**src/shared/frc_regs.vh**
```
// Purpose: register map, field positions, reset values and command codes
//          of the flash rewrite control block
// Assumes: 8-bit register port, one register per address
// Notes:   definitions only
`ifndef FRC_REGS_VH
`define FRC_REGS_VH

// =====================================================================
// register offsets
`define FRC_OFS_CTRL_STATUS_0    4'h0
`define FRC_OFS_CTRL_1           4'h1
`define FRC_OFS_READ_POWER       4'h2
`define FRC_OFS_MODE_SELECT      4'h3

// =====================================================================
// flash_control_status_0 fields
`define FRC_BIT_READY            0
`define FRC_BIT_REWRITE_ENABLE   1
`define FRC_BIT_LOCK_DISABLE     2
`define FRC_BIT_FLASH_STOP       3
`define FRC_BIT_PROGRAM_ERROR    6
`define FRC_BIT_ERASE_ERROR      7

// flash_control_1 fields
`define FRC_BIT_MODE_REG_WE      1
`define FRC_BIT_LOCK_RESULT      6
`define FRC_BIT_DF_WAIT          7

// flash_read_power_control fields
`define FRC_BIT_SLOW_READ        2
`define FRC_BIT_LOW_CURRENT      3

// flash_erase_write_mode_select fields
`define FRC_BIT_MODE_SELECT      0

// =====================================================================
// reset values
`define FRC_RST_CTRL_BIT         1'b0
`define FRC_RST_LOCK_BIT         1'b1
`define FRC_RST_RDATA            8'h00

// =====================================================================
// software command codes on cmd_code
`define FRC_CMD_READ_ARRAY       4'h0
`define FRC_CMD_READ_STATUS      4'h1
`define FRC_CMD_CLEAR_STATUS     4'h2
`define FRC_CMD_PROGRAM          4'h3
`define FRC_CMD_BLOCK_ERASE      4'h4
`define FRC_CMD_LOCK_PROGRAM     4'h5
`define FRC_CMD_READ_LOCK        4'h6
`define FRC_CMD_BLANK_CHECK      4'h7

`endif

```
**src/hw/frc_top.v**
```verilog
// Purpose: control and status logic for flash cpu rewrite mode
// Assumes: flash core and command decoder run on clk; nmi, watchdog and
//          sleep inputs come from logic on the same clock
// Notes:   register port: addr, wdata, wr, rd; read data one cycle later
//
// Functional notes
// - rewrite_enable sets only by a write of 0 then 1, back to back.
// - lock_disable sets by 0 then 1, only while rewrite_enable is 1.
// - clear-status command clears program and erase error flags.
// - flash_stop acts only while rewrite_enable is 1; otherwise inert.
// - ready flag 0 while a long command executes, 1 otherwise.
// - commands accepted only while rewrite_enable is 1.
// - lock_disable 1 ignores block locks without altering stored state.
// - erase under lock_disable unlocks the erased block on completion without core_fail.
// - flash_stop resets the core, minimises power, blocks all access.
// - stop or wait mode powers flash off, exit powers it back on.
// - read-only program error flag is 1 after a program error.
// - read-only erase error flag reports erase error and blank check.
// - mode-select writes take effect only with mode_reg_write_enable set.
// - lock status result is 1 if block unlocked, 0 if locked.
// - data_flash_wait_select adds a wait state to data-flash access.
// - low-current read acts only while slow read is enabled.
// - with rewrite enabled, mode select 1 picks mode b, 0 mode a.
// - nmi or watchdog resets control registers 0 and 1 and aborts the operation.
// - mode select takes 1 only once rewrite_enable is already 1.
`include "frc_regs.vh"

module frc_top #(
    parameter NBLK = 16,
    parameter BW   = 4
) (
    input  wire          clk,
    input  wire          arst_n,
    input  wire [3:0]    reg_addr,
    input  wire [7:0]    reg_wdata,
    input  wire          reg_wr,
    input  wire          reg_rd,
    output reg  [7:0]    reg_rdata,
    input  wire          cmd_valid,
    input  wire [3:0]    cmd_code,
    input  wire [BW-1:0] cmd_block,
    input  wire          core_done,
    input  wire          core_fail,
    input  wire          nmi_event,
    input  wire          wdt_event,
    input  wire          sleep_req,
    output reg           core_start,
    output reg  [3:0]    core_op,
    output reg  [BW-1:0] core_block,
    output reg           core_abort,
    output reg           core_reset,
    output reg           flash_power_off,
    output reg           flash_access_block,
    output reg           lock_override,
    output reg           cmd_refused,
    output reg           erase_write_mode_a,
    output reg           erase_write_mode_b,
    output reg           data_flash_wait,
    output reg           slow_read_active,
    output reg           low_current_active
);

    // =================================================================
    // state machine codes
    localparam [1:0] S_IDLE = 2'b01;
    localparam [1:0] S_BUSY = 2'b10;

    reg  [1:0]      state;
    reg  [1:0]      next_state;
    reg             rewrite_enable;
    reg             lock_disable;
    reg             flash_stop;
    reg             program_error_flag;
    reg             erase_error_flag;
    reg             mode_reg_write_enable;
    reg             lock_status_result;
    reg             data_flash_wait_select;
    reg             slow_read_enable;
    reg             low_current_read_enable;
    reg             erase_write_mode_select;
    reg             re_armed;
    reg             ld_armed;
    reg             cur_lock_dis;
    reg  [NBLK-1:0] lock_bits;

    wire            force_rst;
    wire            wr0;
    wire            wr1;
    wire            wr2;
    wire            wr3;
    wire            stop_eff;
    wire            cmd_ok;
    wire            long_cmd;
    wire            blk_locked;
    wire            prot_refuse;
    wire            go_busy;
    wire            done_ev;
    wire            clr_status;
    wire            set_perr;
    wire            set_eerr;

    // =================================================================
    // decode
    assign force_rst = nmi_event | wdt_event;
    assign wr0       = reg_wr & (reg_addr == `FRC_OFS_CTRL_STATUS_0);
    assign wr1       = reg_wr & (reg_addr == `FRC_OFS_CTRL_1);
    assign wr2       = reg_wr & (reg_addr == `FRC_OFS_READ_POWER);
    assign wr3       = reg_wr & (reg_addr == `FRC_OFS_MODE_SELECT);
    assign stop_eff  = flash_stop & rewrite_enable;

    // =================================================================
    // command acceptance
    assign cmd_ok = cmd_valid & rewrite_enable & ~stop_eff & (state == S_IDLE);
    assign long_cmd = (cmd_code == `FRC_CMD_PROGRAM) | (cmd_code == `FRC_CMD_BLOCK_ERASE) |
                      (cmd_code == `FRC_CMD_LOCK_PROGRAM) | (cmd_code == `FRC_CMD_READ_LOCK) |
                      (cmd_code == `FRC_CMD_BLANK_CHECK);
    assign blk_locked  = ~lock_bits[cmd_block] & ~lock_disable;
    assign prot_refuse = cmd_ok & blk_locked &
                         ((cmd_code == `FRC_CMD_PROGRAM) | (cmd_code == `FRC_CMD_BLOCK_ERASE));
    assign go_busy     = cmd_ok & long_cmd & ~prot_refuse;
    assign done_ev     = (state == S_BUSY) & core_done & ~force_rst;
    assign clr_status  = cmd_ok & (cmd_code == `FRC_CMD_CLEAR_STATUS);
    assign set_perr    = (done_ev & (core_op == `FRC_CMD_PROGRAM) & core_fail) |
                         (prot_refuse & (cmd_code == `FRC_CMD_PROGRAM));
    assign set_eerr    = (done_ev & core_fail & ((core_op == `FRC_CMD_BLOCK_ERASE) |
                         (core_op == `FRC_CMD_BLANK_CHECK))) |
                         (prot_refuse & (cmd_code == `FRC_CMD_BLOCK_ERASE));

    // =================================================================
    // busy state machine
    always @* begin
        next_state = state;
        case (state)
            S_IDLE: begin
                if (go_busy) begin
                    next_state = S_BUSY;
                end
            end
            S_BUSY: begin
                if (force_rst | core_done) begin
                    next_state = S_IDLE;
                end
            end
            default: begin
                next_state = S_IDLE;
            end
        endcase
    end

    always @(posedge clk or negedge arst_n) begin
        if (!arst_n) begin
            state        <= S_IDLE;
            core_start   <= 1'b0;
            core_op      <= `FRC_CMD_READ_ARRAY;
            core_block   <= {BW{1'b0}};
            core_abort   <= 1'b0;
            cmd_refused  <= 1'b0;
            cur_lock_dis <= 1'b0;
        end else begin
            state       <= next_state;
            core_start  <= go_busy & ~force_rst;
            core_abort  <= force_rst & (state == S_BUSY);
            cmd_refused <= cmd_valid & ~cmd_ok;
            if (go_busy) begin
                core_op      <= cmd_code;
                core_block   <= cmd_block;
                cur_lock_dis <= lock_disable;
            end
        end
    end

    // =================================================================
    // control and status register 0
    always @(posedge clk or negedge arst_n) begin
        if (!arst_n) begin
            rewrite_enable     <= `FRC_RST_CTRL_BIT;
            lock_disable       <= `FRC_RST_CTRL_BIT;
            flash_stop         <= `FRC_RST_CTRL_BIT;
            program_error_flag <= `FRC_RST_CTRL_BIT;
            erase_error_flag   <= `FRC_RST_CTRL_BIT;
            re_armed           <= 1'b0;
            ld_armed           <= 1'b0;
        end else if (force_rst) begin
            rewrite_enable     <= `FRC_RST_CTRL_BIT;
            lock_disable       <= `FRC_RST_CTRL_BIT;
            flash_stop         <= `FRC_RST_CTRL_BIT;
            program_error_flag <= `FRC_RST_CTRL_BIT;
            erase_error_flag   <= `FRC_RST_CTRL_BIT;
            re_armed           <= 1'b0;
            ld_armed           <= 1'b0;
        end else begin
            if (wr0) begin
                if (!reg_wdata[`FRC_BIT_REWRITE_ENABLE]) begin
                    rewrite_enable <= 1'b0;
                end else if (re_armed) begin
                    rewrite_enable <= 1'b1;
                end
                if (!reg_wdata[`FRC_BIT_LOCK_DISABLE]) begin
                    lock_disable <= 1'b0;
                end else if (ld_armed & rewrite_enable) begin
                    lock_disable <= 1'b1;
                end
                flash_stop <= reg_wdata[`FRC_BIT_FLASH_STOP];
            end
            // any register write breaks a pending 0-then-1 pair
            re_armed <= reg_wr ? (wr0 & ~reg_wdata[`FRC_BIT_REWRITE_ENABLE]) : re_armed;
            ld_armed <= reg_wr ? (wr0 & ~reg_wdata[`FRC_BIT_LOCK_DISABLE]) : ld_armed;
            if (set_perr) begin
                program_error_flag <= 1'b1;
            end else if (clr_status) begin
                program_error_flag <= 1'b0;
            end
            if (set_eerr) begin
                erase_error_flag <= 1'b1;
            end else if (clr_status) begin
                erase_error_flag <= 1'b0;
            end
        end
    end

    // =================================================================
    // control register 1
    always @(posedge clk or negedge arst_n) begin
        if (!arst_n) begin
            mode_reg_write_enable  <= `FRC_RST_CTRL_BIT;
            data_flash_wait_select <= `FRC_RST_CTRL_BIT;
            lock_status_result     <= `FRC_RST_CTRL_BIT;
        end else if (force_rst) begin
            mode_reg_write_enable  <= `FRC_RST_CTRL_BIT;
            data_flash_wait_select <= `FRC_RST_CTRL_BIT;
            lock_status_result     <= `FRC_RST_CTRL_BIT;
        end else begin
            if (wr1) begin
                mode_reg_write_enable  <= reg_wdata[`FRC_BIT_MODE_REG_WE];
                data_flash_wait_select <= reg_wdata[`FRC_BIT_DF_WAIT];
            end
            if (done_ev & (core_op == `FRC_CMD_READ_LOCK)) begin
                lock_status_result <= lock_bits[core_block];
            end
        end
    end

    // =================================================================
    // read power and mode select registers
    always @(posedge clk or negedge arst_n) begin
        if (!arst_n) begin
            slow_read_enable        <= `FRC_RST_CTRL_BIT;
            low_current_read_enable <= `FRC_RST_CTRL_BIT;
            erase_write_mode_select <= `FRC_RST_CTRL_BIT;
        end else begin
            if (wr2) begin
                slow_read_enable        <= reg_wdata[`FRC_BIT_SLOW_READ];
                low_current_read_enable <= reg_wdata[`FRC_BIT_LOW_CURRENT];
            end
            if (wr3 & mode_reg_write_enable) begin
                erase_write_mode_select <= reg_wdata[`FRC_BIT_MODE_SELECT] &
                                           rewrite_enable;
            end
        end
    end

    // =================================================================
    // per-block lock bits
    genvar gi;
    generate
        for (gi = 0; gi < NBLK; gi = gi + 1) begin : g_lock
            always @(posedge clk or negedge arst_n) begin
                if (!arst_n) begin
                    lock_bits[gi] <= `FRC_RST_LOCK_BIT;
                end else if (done_ev && (core_block == gi)) begin
                    if (core_op == `FRC_CMD_LOCK_PROGRAM && !core_fail) begin
                        lock_bits[gi] <= 1'b0;
                    end else if (core_op == `FRC_CMD_BLOCK_ERASE && cur_lock_dis &&
                                 !core_fail) begin
                        lock_bits[gi] <= 1'b1;
                    end
                end
            end
        end
    endgenerate

    // =================================================================
    // registered outputs to the flash array
    always @(posedge clk or negedge arst_n) begin
        if (!arst_n) begin
            core_reset         <= 1'b0;
            flash_power_off    <= 1'b0;
            flash_access_block <= 1'b0;
            lock_override      <= 1'b0;
            erase_write_mode_a <= 1'b0;
            erase_write_mode_b <= 1'b0;
            data_flash_wait    <= 1'b0;
            slow_read_active   <= 1'b0;
            low_current_active <= 1'b0;
        end else begin
            core_reset         <= stop_eff;
            flash_power_off    <= stop_eff | sleep_req;
            flash_access_block <= stop_eff | sleep_req;
            lock_override      <= lock_disable;
            erase_write_mode_a <= rewrite_enable & ~erase_write_mode_select;
            erase_write_mode_b <= rewrite_enable & erase_write_mode_select;
            data_flash_wait    <= data_flash_wait_select;
            slow_read_active   <= slow_read_enable;
            low_current_active <= low_current_read_enable & slow_read_enable;
        end
    end

    // =================================================================
    // register read port
    always @(posedge clk or negedge arst_n) begin
        if (!arst_n) begin
            reg_rdata <= `FRC_RST_RDATA;
        end else begin
            reg_rdata <= `FRC_RST_RDATA;
            if (reg_rd) begin
                case (reg_addr)
                    `FRC_OFS_CTRL_STATUS_0: begin
                        reg_rdata[`FRC_BIT_READY]          <= (state == S_IDLE);
                        reg_rdata[`FRC_BIT_REWRITE_ENABLE] <= rewrite_enable;
                        reg_rdata[`FRC_BIT_LOCK_DISABLE]   <= lock_disable;
                        reg_rdata[`FRC_BIT_FLASH_STOP]     <= flash_stop;
                        reg_rdata[`FRC_BIT_PROGRAM_ERROR]  <= program_error_flag;
                        reg_rdata[`FRC_BIT_ERASE_ERROR]    <= erase_error_flag;
                    end
                    `FRC_OFS_CTRL_1: begin
                        reg_rdata[`FRC_BIT_MODE_REG_WE] <= mode_reg_write_enable;
                        reg_rdata[`FRC_BIT_LOCK_RESULT] <= lock_status_result;
                        reg_rdata[`FRC_BIT_DF_WAIT]     <= data_flash_wait_select;
                    end
                    `FRC_OFS_READ_POWER: begin
                        reg_rdata[`FRC_BIT_SLOW_READ]   <= slow_read_enable;
                        reg_rdata[`FRC_BIT_LOW_CURRENT] <= low_current_read_enable;
                    end
                    `FRC_OFS_MODE_SELECT: begin
                        reg_rdata[`FRC_BIT_MODE_SELECT] <= erase_write_mode_select;
                    end
                    default: begin
                        reg_rdata <= `FRC_RST_RDATA;
                    end
                endcase
            end
        end
    end

endmodule // frc_top

```
**config.mk**
```make
export PLATFORM = sky130hd
export DESIGN_NAME = frc_top
export DESIGN_NICKNAME = d
export VERILOG_FILES = /design/src/hw/frc_top.v
export VERILOG_INCLUDE_DIRS = /design/src /design/src/shared
export SDC_FILE = /design/constraint.sdc
export NUM_CORES = 1
export LEC_CHECK = 0
export BUFFER_PORTS_ARGS = -buffer_cell sky130_fd_sc_hd__buf_2
export CORE_MARGIN = 4
export CORE_UTILIZATION = 50
export DETAILED_ROUTE_END_ITERATION = 8
export PLACE_DENSITY_LB_ADDON = 0.05
export SLEW_MARGIN = 20
export SYNTH_ARGS = -nofsm -noshare
export SYNTH_HDL_FRONTEND = slang
export SYNTH_SLANG_ARGS = --single-unit
export TNS_END_PERCENT = 20
```
**constraint.sdc**
```tcl
create_clock -name clk -period 2.25 [get_ports clk]
set_clock_uncertainty 0.2 [all_clocks]
set_input_delay 0.1125 -clock clk [delete_from_list [all_inputs] [get_ports clk]]
set_output_delay 0.1125 -clock clk [all_outputs]
set_load 0.01 [all_outputs]
```
; Yosys cells after proc, flatten, opt, wreduce, memory -nomap -nowiden
; Index checks and enable logic that the tools add are counted.
[totals]
ff_bits = 59
latchBits = 0
mem_bits_rw = 0
mem_bits_ro = 0
out_inout_bits = 28
wordCells = 222
n_memories = 0
[classes]
addsub = 0
n_mul = 0
div = 0
n_lt_le_gt_ge = 2
n_eq_ne = 35
shift = 0
n_mux = 39
n_bitwise = 53
reduce_logical = 48
[op_table]
columns = op, count
row1 = $eq A4 B3 Y1 const B, 12
row2 = $reduce_and A2 Y1, 19
row3 = $and A1 B1 Y1, 34
row4 = $eq A4 B4 Y1 const B, 8
row5 = $mux W1, 29
row6 = $eq A4 B2 Y1 const B, 7
row7 = $logic_and A1 B1 Y1, 19
row8 = $pmux W2 S2, 3
row9 = $lt A4 B5 Y1 const B, 2
row10 = $or A1 B1 Y1, 10
row11 = $reduce_bool A2 Y1, 5
row12 = $not A1 Y1, 9
row13 = $bmux W1 S4, 2
row14 = $eq A4 B1 Y1 const B, 2
row15 = $logic_not A4 Y1, 2
row16 = $mux W8, 1
row17 = $ne A3 B1 Y1 const B, 2
row18 = $reduce_bool A3 Y1, 2
row19 = $mux W2, 2
row20 = $pmux W1 S2, 2
row21 = $eq A2 B1 Y1 const B, 1
row22 = $eq A2 B2 Y1 const B, 1
row23 = $ne A2 B1 Y1 const B, 1
row24 = $ne A2 B2 Y1 const B, 1
row25 = $logic_not A1 Y1, 1

; Logic depth before layout (Yosys ltp)
[logic_depth]
depth_word = 10
mapped_depth = 7

; Worst setup path before layout
; No wires, ideal clock.
[synth_timing]
path_kind = flip-flop to flip-flop
start = register core_op[3]
end = register lock_bits[7]
setup_time_ns = 0.082
arrival_time_ns = 1.800
required_time_ns = 1.968
path_slack_ns = 0.168
stages_incl_launch_ff = 7
period_less_slack_ns = 2.082
path_cell_list = dfrtp_1 > nand2b_4 > nor4_1 > and3b_1 > clkbuf_1 > nor2b_1 > mux2_2
[synth_between]
elab_chain_len = 5
elab_cells_between_ends = 8
classes_between = eq/ne (2) / mux (1) / reduce/logical (5)
[synth_rtl]
columns = element, line
row1 = from (decl), frc_top.v:48  ; output reg [3:0] core_op,
row2 = from (signal assigned), frc_top.v:154  ; core_op <= `FRC_CMD_READ_ARRAY;
row3 = from (signal assigned), frc_top.v:165  ; core_op <= cmd_code;
row4 = $eq A4 B3 Y1 (no source line), --
row5 = $logic_and A1 B1 Y1 (2 in series), frc_top.v:273  ; end else if (core_op == `FRC_CMD_BLOCK_ERASE && cur_lock_dis &&
row6 = $reduce_bool A2 Y1 (no source line), --
row7 = $reduce_and A2 Y1 (no source line), --
row8 = "to (signal, indexed assignment)", frc_top.v:269  ; lock_bits[gi] <= `FRC_RST_LOCK_BIT;
row9 = to (decl), frc_top.v:84  ; reg [NBLK-1:0] lock_bits;
; Parallel ways exist; a longest one is shown, timed or not.
; A chain may end at the register's enable or synchronous reset.

; Worst setup path after layout
[layout_timing]
start = register state[0]
end = register core_block[3]
[layout_between]
elab_chain_len = 6
elab_cells_between_ends = 7
classes_between = eq/ne (1) / bitwise (6)
[layout_rtl]
columns = element, line
row1 = from (decl), frc_top.v:68  ; reg [1:0] state;
row2 = from (signal assigned), frc_top.v:160  ; state <= next_state;
row3 = $eq A2 B1 Y1 *, frc_top.v:113  ; assign cmd_ok = cmd_valid & rewrite_enable & ~stop_eff & (state == S_IDLE);
row4 = $and A1 B1 Y1 *, frc_top.v:113
row5 = $and A1 B1 Y1 (2 in series), frc_top.v:118  ; assign prot_refuse = cmd_ok & blk_locked &
row6 = $not A1 Y1, frc_top.v:120  ; assign go_busy = cmd_ok & long_cmd & ~prot_refuse;
row7 = $and A1 B1 Y1 *, frc_top.v:120
row8 = to (signal assigned), frc_top.v:155  ; core_block <= {BW{1'b0}};
row9 = to (signal assigned), frc_top.v:166  ; core_block <= cmd_block;
row10 = to (decl), frc_top.v:49  ; output reg [BW-1:0] core_block,
; Mark *: on every way between the ends. The rest lies on a longest branch, timed or not.

==> run metrics <==
required time at the endpoint of the critical path 2.28 ns; minimum period implied by the final worst setup slack 2.20 ns; switching fraction of total power 0.212; EDFF count, synth 0; vias in the first global route 2,303; TritonCTS clock tree yes; count of antenna diodes in the layout 0; overall via count from detail_route 2,293; Worst Tran Pin Value 0.697 ns; total die area 6930 sq um; fraction of the cycle the final worst path needs 0.978; clk_lat worst skew 0.34 ns; total net switching power 0.000494 W; Fin Hold WS 0.0184 ns; max-cap violations 0; count of state elements after synthesis 57; Die Wd 83.2 um; Iteration-0 DRC Markers 109; Row Count 27; number of placed I/O pins 58; number of buffers between clock root and the deepest sink 2; die extent in y 83.2 um; Final #Nets 371; synth warn 0; global-route wire length before repair 11,400 um; Power, Total 0.00234 W; Critical Path End Type flip-flop; HPWL Detailed 4570 um; Synth Cell Area 2830 sq um; met2 GRT Util 0.314; Reg clk slew, reported paths 0.06 ns; placer's final routability congestion estimate 0.814; number of detailed-routing iterations run before antenna repair 5; largest cells by area after synthesis sky130_fd_sc_hd__dfrtp_1, sky130_fd_sc_hd__dfstp_2, sky130_fd_sc_hd__mux4_2, sky130_fd_sc_hd__mux2_2, sky130_fd_sc_hd__a21oi_1; post-synthesis to final-layout area growth 33.7%; root cell of the clock tree sky130_fd_sc_hd__clkbuf_8; share of the yosys chip area belonging to registers 0.511; Remaining Overflow, GRT 0; Worst Reg-to-Reg Cells 6; Combinational Power Share 0.071; most frequent cell after synthesis sky130_fd_sc_hd__dfrtp_1; Top Usage Layer GRT met2; hold path startpoint reg_addr[2]; cell total after placement 372; core footprint 5510 sq um; number of routed nets with antenna violations 0; type of origin of the critical path flip-flop; leakage power summed over all cells 1.72 nW; total count of max-transition violations in the final report 0; outcome complete, no violations; final hold violations 0; final setup violation count 0; total setup buffers inserted after CTS 0; average detailed-routed wire length per instance 15.9 um; final cell count without fillers 418; most used standard cells in the synthesized netlist sky130_fd_sc_hd__dfrtp_1, sky130_fd_sc_hd__a21oi_1, sky130_fd_sc_hd__dfstp_2, sky130_fd_sc_hd__nand2_1, sky130_fd_sc_hd__nor2b_1; Avg Vias per Cell 5.49; clock network fraction of total power 0.477; dominant cell type by area after synthesis sky130_fd_sc_hd__dfrtp_1; Max rail drop VDD 448 uV; number of cells on the worst hold path 4; Post-Place Worst Slack 0.0286 ns; # port buffers 52; kind of critical path flip-flop to flip-flop; post-synthesis area per instance 11.8 sq um; residual DRC count 0; setup repair after global routing missed its margin true; starting density of the core 0.514; top_reg_cell synth sky130_fd_sc_hd__dfrtp_1; number of clock sinks 57; met3 GRT Util 0.0605; achievable frequency 0.454 GHz; proportion of power drawn by flip-flops and latches 0.451; post-synthesis cell count 240; PnR worst setup slack 0.0493 ns; fraction of final layout cells sized beyond drive strength 1 0.405; launch instance of the worst register-to-register path state[0]; end point of the critical path core_block[3]; Min-Delay Path Class input port to flip-flop; fraction of the core area covered by cells at the end of the flow 0.687; launching instance or port of the critical path state[0]; worst rel slew slack 0.535; reg2reg end core_block[3]; count of cell types in the netlist 50; maximum number of pins on one net before global-route repair 58; GR Util met1 0.288; number of buffers inserted during clock tree synthesis 9; Detailed Route WL 6660 um; Overall Global Routing Usage 0.208; design internal power 0.00184 W; area fraction of the dominant cell type after synthesis 0.354; H-tree level count 3; Arrival @ worst endpoint 2.23 ns; critical path peak fanout 5; antenna violations before repair 0; fraction of registers with async set/reset 1.00; r2r setup slk 0.05 ns; total power per unit cell area 617 nW/um^2
-- critical path, stage by stage, from the launching register on --
cell	delay, ns
sky130_fd_sc_hd__dfstp_2	0.55
sky130_fd_sc_hd__and4bb_2	0.25
sky130_fd_sc_hd__and3b_2	0.20
sky130_fd_sc_hd__nand3_1	0.11
sky130_fd_sc_hd__o221ai_4	0.25
sky130_fd_sc_hd__buf_4	0.20
sky130_fd_sc_hd__mux2_2	0.33
-- power by group through the flow --
stage / clock network (W) / registers (W) / logic (W)
after floorplan: 0 / 0.00108 / 0.0000526
after global placement: 0 / 0.00107 / 0.000131
after detailed placement: 0 / 0.00107 / 0.000133
after CTS: 0.00114 / 0.00105 / 0.000167
after global routing: 0.00120 / 0.00106 / 0.000184
final: 0.00111 / 0.00105 / 0.000166
-- logic make-up after synthesis --
kind of cell,synth area share
AND/OR/NAND/NOR,0.202
buffers and inverters,0.0345
AO/OA/AOI/OAI,0.107
flip-flops,0.511
multiplexers,0.145
other,0.00132
-- metrics by stage --
step           instance area (sq um)  setup TNS, ns
2_1_floorplan                   2830              0
3_3_place_gp                    3240              0
3_5_place_dp                    3240              0
4_1_cts                         3770              0
5_1_grt                         3780        -0.0320
6_report                        3780              0
-- state kept, by name (all words and copies together), names as in the netlist, 2 cells and up --
name / flops
core_block: 4
core_op: 4
lock_bits: 16
reg_rdata: 6
state: 2
-- final cells by class --
cell class / instances / area (sq um)
multi-input combinational: 169 / 1300
clock inverter: 2 / 60.1
inverter: 3 / 11.3
tap: 72 / 90.1
timing repair buffer: 101 / 703
sequential: 57 / 1450
clock buffer: 14 / 173
fill: 412 / 1720
-- placed cells by master, fill, tap and decap left out, types with 2 or more instances in the layout --
master / count
sky130_fd_sc_hd__mux4_2: 6
sky130_fd_sc_hd__mux2_2: 11
sky130_fd_sc_hd__o21ai_0: 3
sky130_fd_sc_hd__bufinv_16: 2
sky130_fd_sc_hd__nor2_1: 12
sky130_fd_sc_hd__mux2_4: 6
sky130_fd_sc_hd__or2_2: 3
sky130_fd_sc_hd__nand3_1: 11
sky130_fd_sc_hd__mux2i_1: 6
sky130_fd_sc_hd__a32oi_1: 3
sky130_fd_sc_hd__and3b_1: 3
sky130_fd_sc_hd__a22oi_1: 6
sky130_fd_sc_hd__nor3b_1: 3
sky130_fd_sc_hd__nand3b_1: 2
sky130_fd_sc_hd__nor2b_1: 13
sky130_fd_sc_hd__clkbuf_8: 12
sky130_fd_sc_hd__dfstp_2: 17
sky130_fd_sc_hd__inv_1: 3
sky130_fd_sc_hd__nor4b_1: 3
sky130_fd_sc_hd__a21oi_1: 18
sky130_fd_sc_hd__conb_1: 2
sky130_fd_sc_hd__dfrtp_1: 40
sky130_fd_sc_hd__nand2_1: 15
sky130_fd_sc_hd__a41oi_1: 10
sky130_fd_sc_hd__buf_4: 19
sky130_fd_sc_hd__buf_2: 52
sky130_fd_sc_hd__nand2b_1: 2
sky130_fd_sc_hd__and2_1: 3
sky130_fd_sc_hd__nor3_1: 5
sky130_fd_sc_hd__clkbuf_1: 2
sky130_fd_sc_hd__dlygate4sd3_1: 30
sky130_fd_sc_hd__nand4_1: 4
sky130_fd_sc_hd__nor4_1: 2
-- repair_timing --
| item | 4_1_cts | 5_1_grt |
|---|---|---|
| endpoints found under the hold margin | 70 | 0 |
| hold buffers | 30 | 0 |
| setup endpoints to repair | 0 | 7 |
| resized for setup | 0 | 1 |
-- worst min path at each step --
stage,slack [ns],end
finish,0.02,reg_rdata[0]
global placement,0.08,core_op[3]
CTS,0.0008,reg_rdata[0]
floorplan,-0.38,cmd_refused
detailed placement,0.09,core_op[2]
global route,0.05,reg_rdata[0]
-- metal layers --
metal / wire [um] / part of all wire
met1: 3080 / 0.46
met2: 3130 / 0.47
met3: 353 / 0.053
met4: 95 / 0.014
met5: 0 / 0
Power figures use the tool's default switching activity.
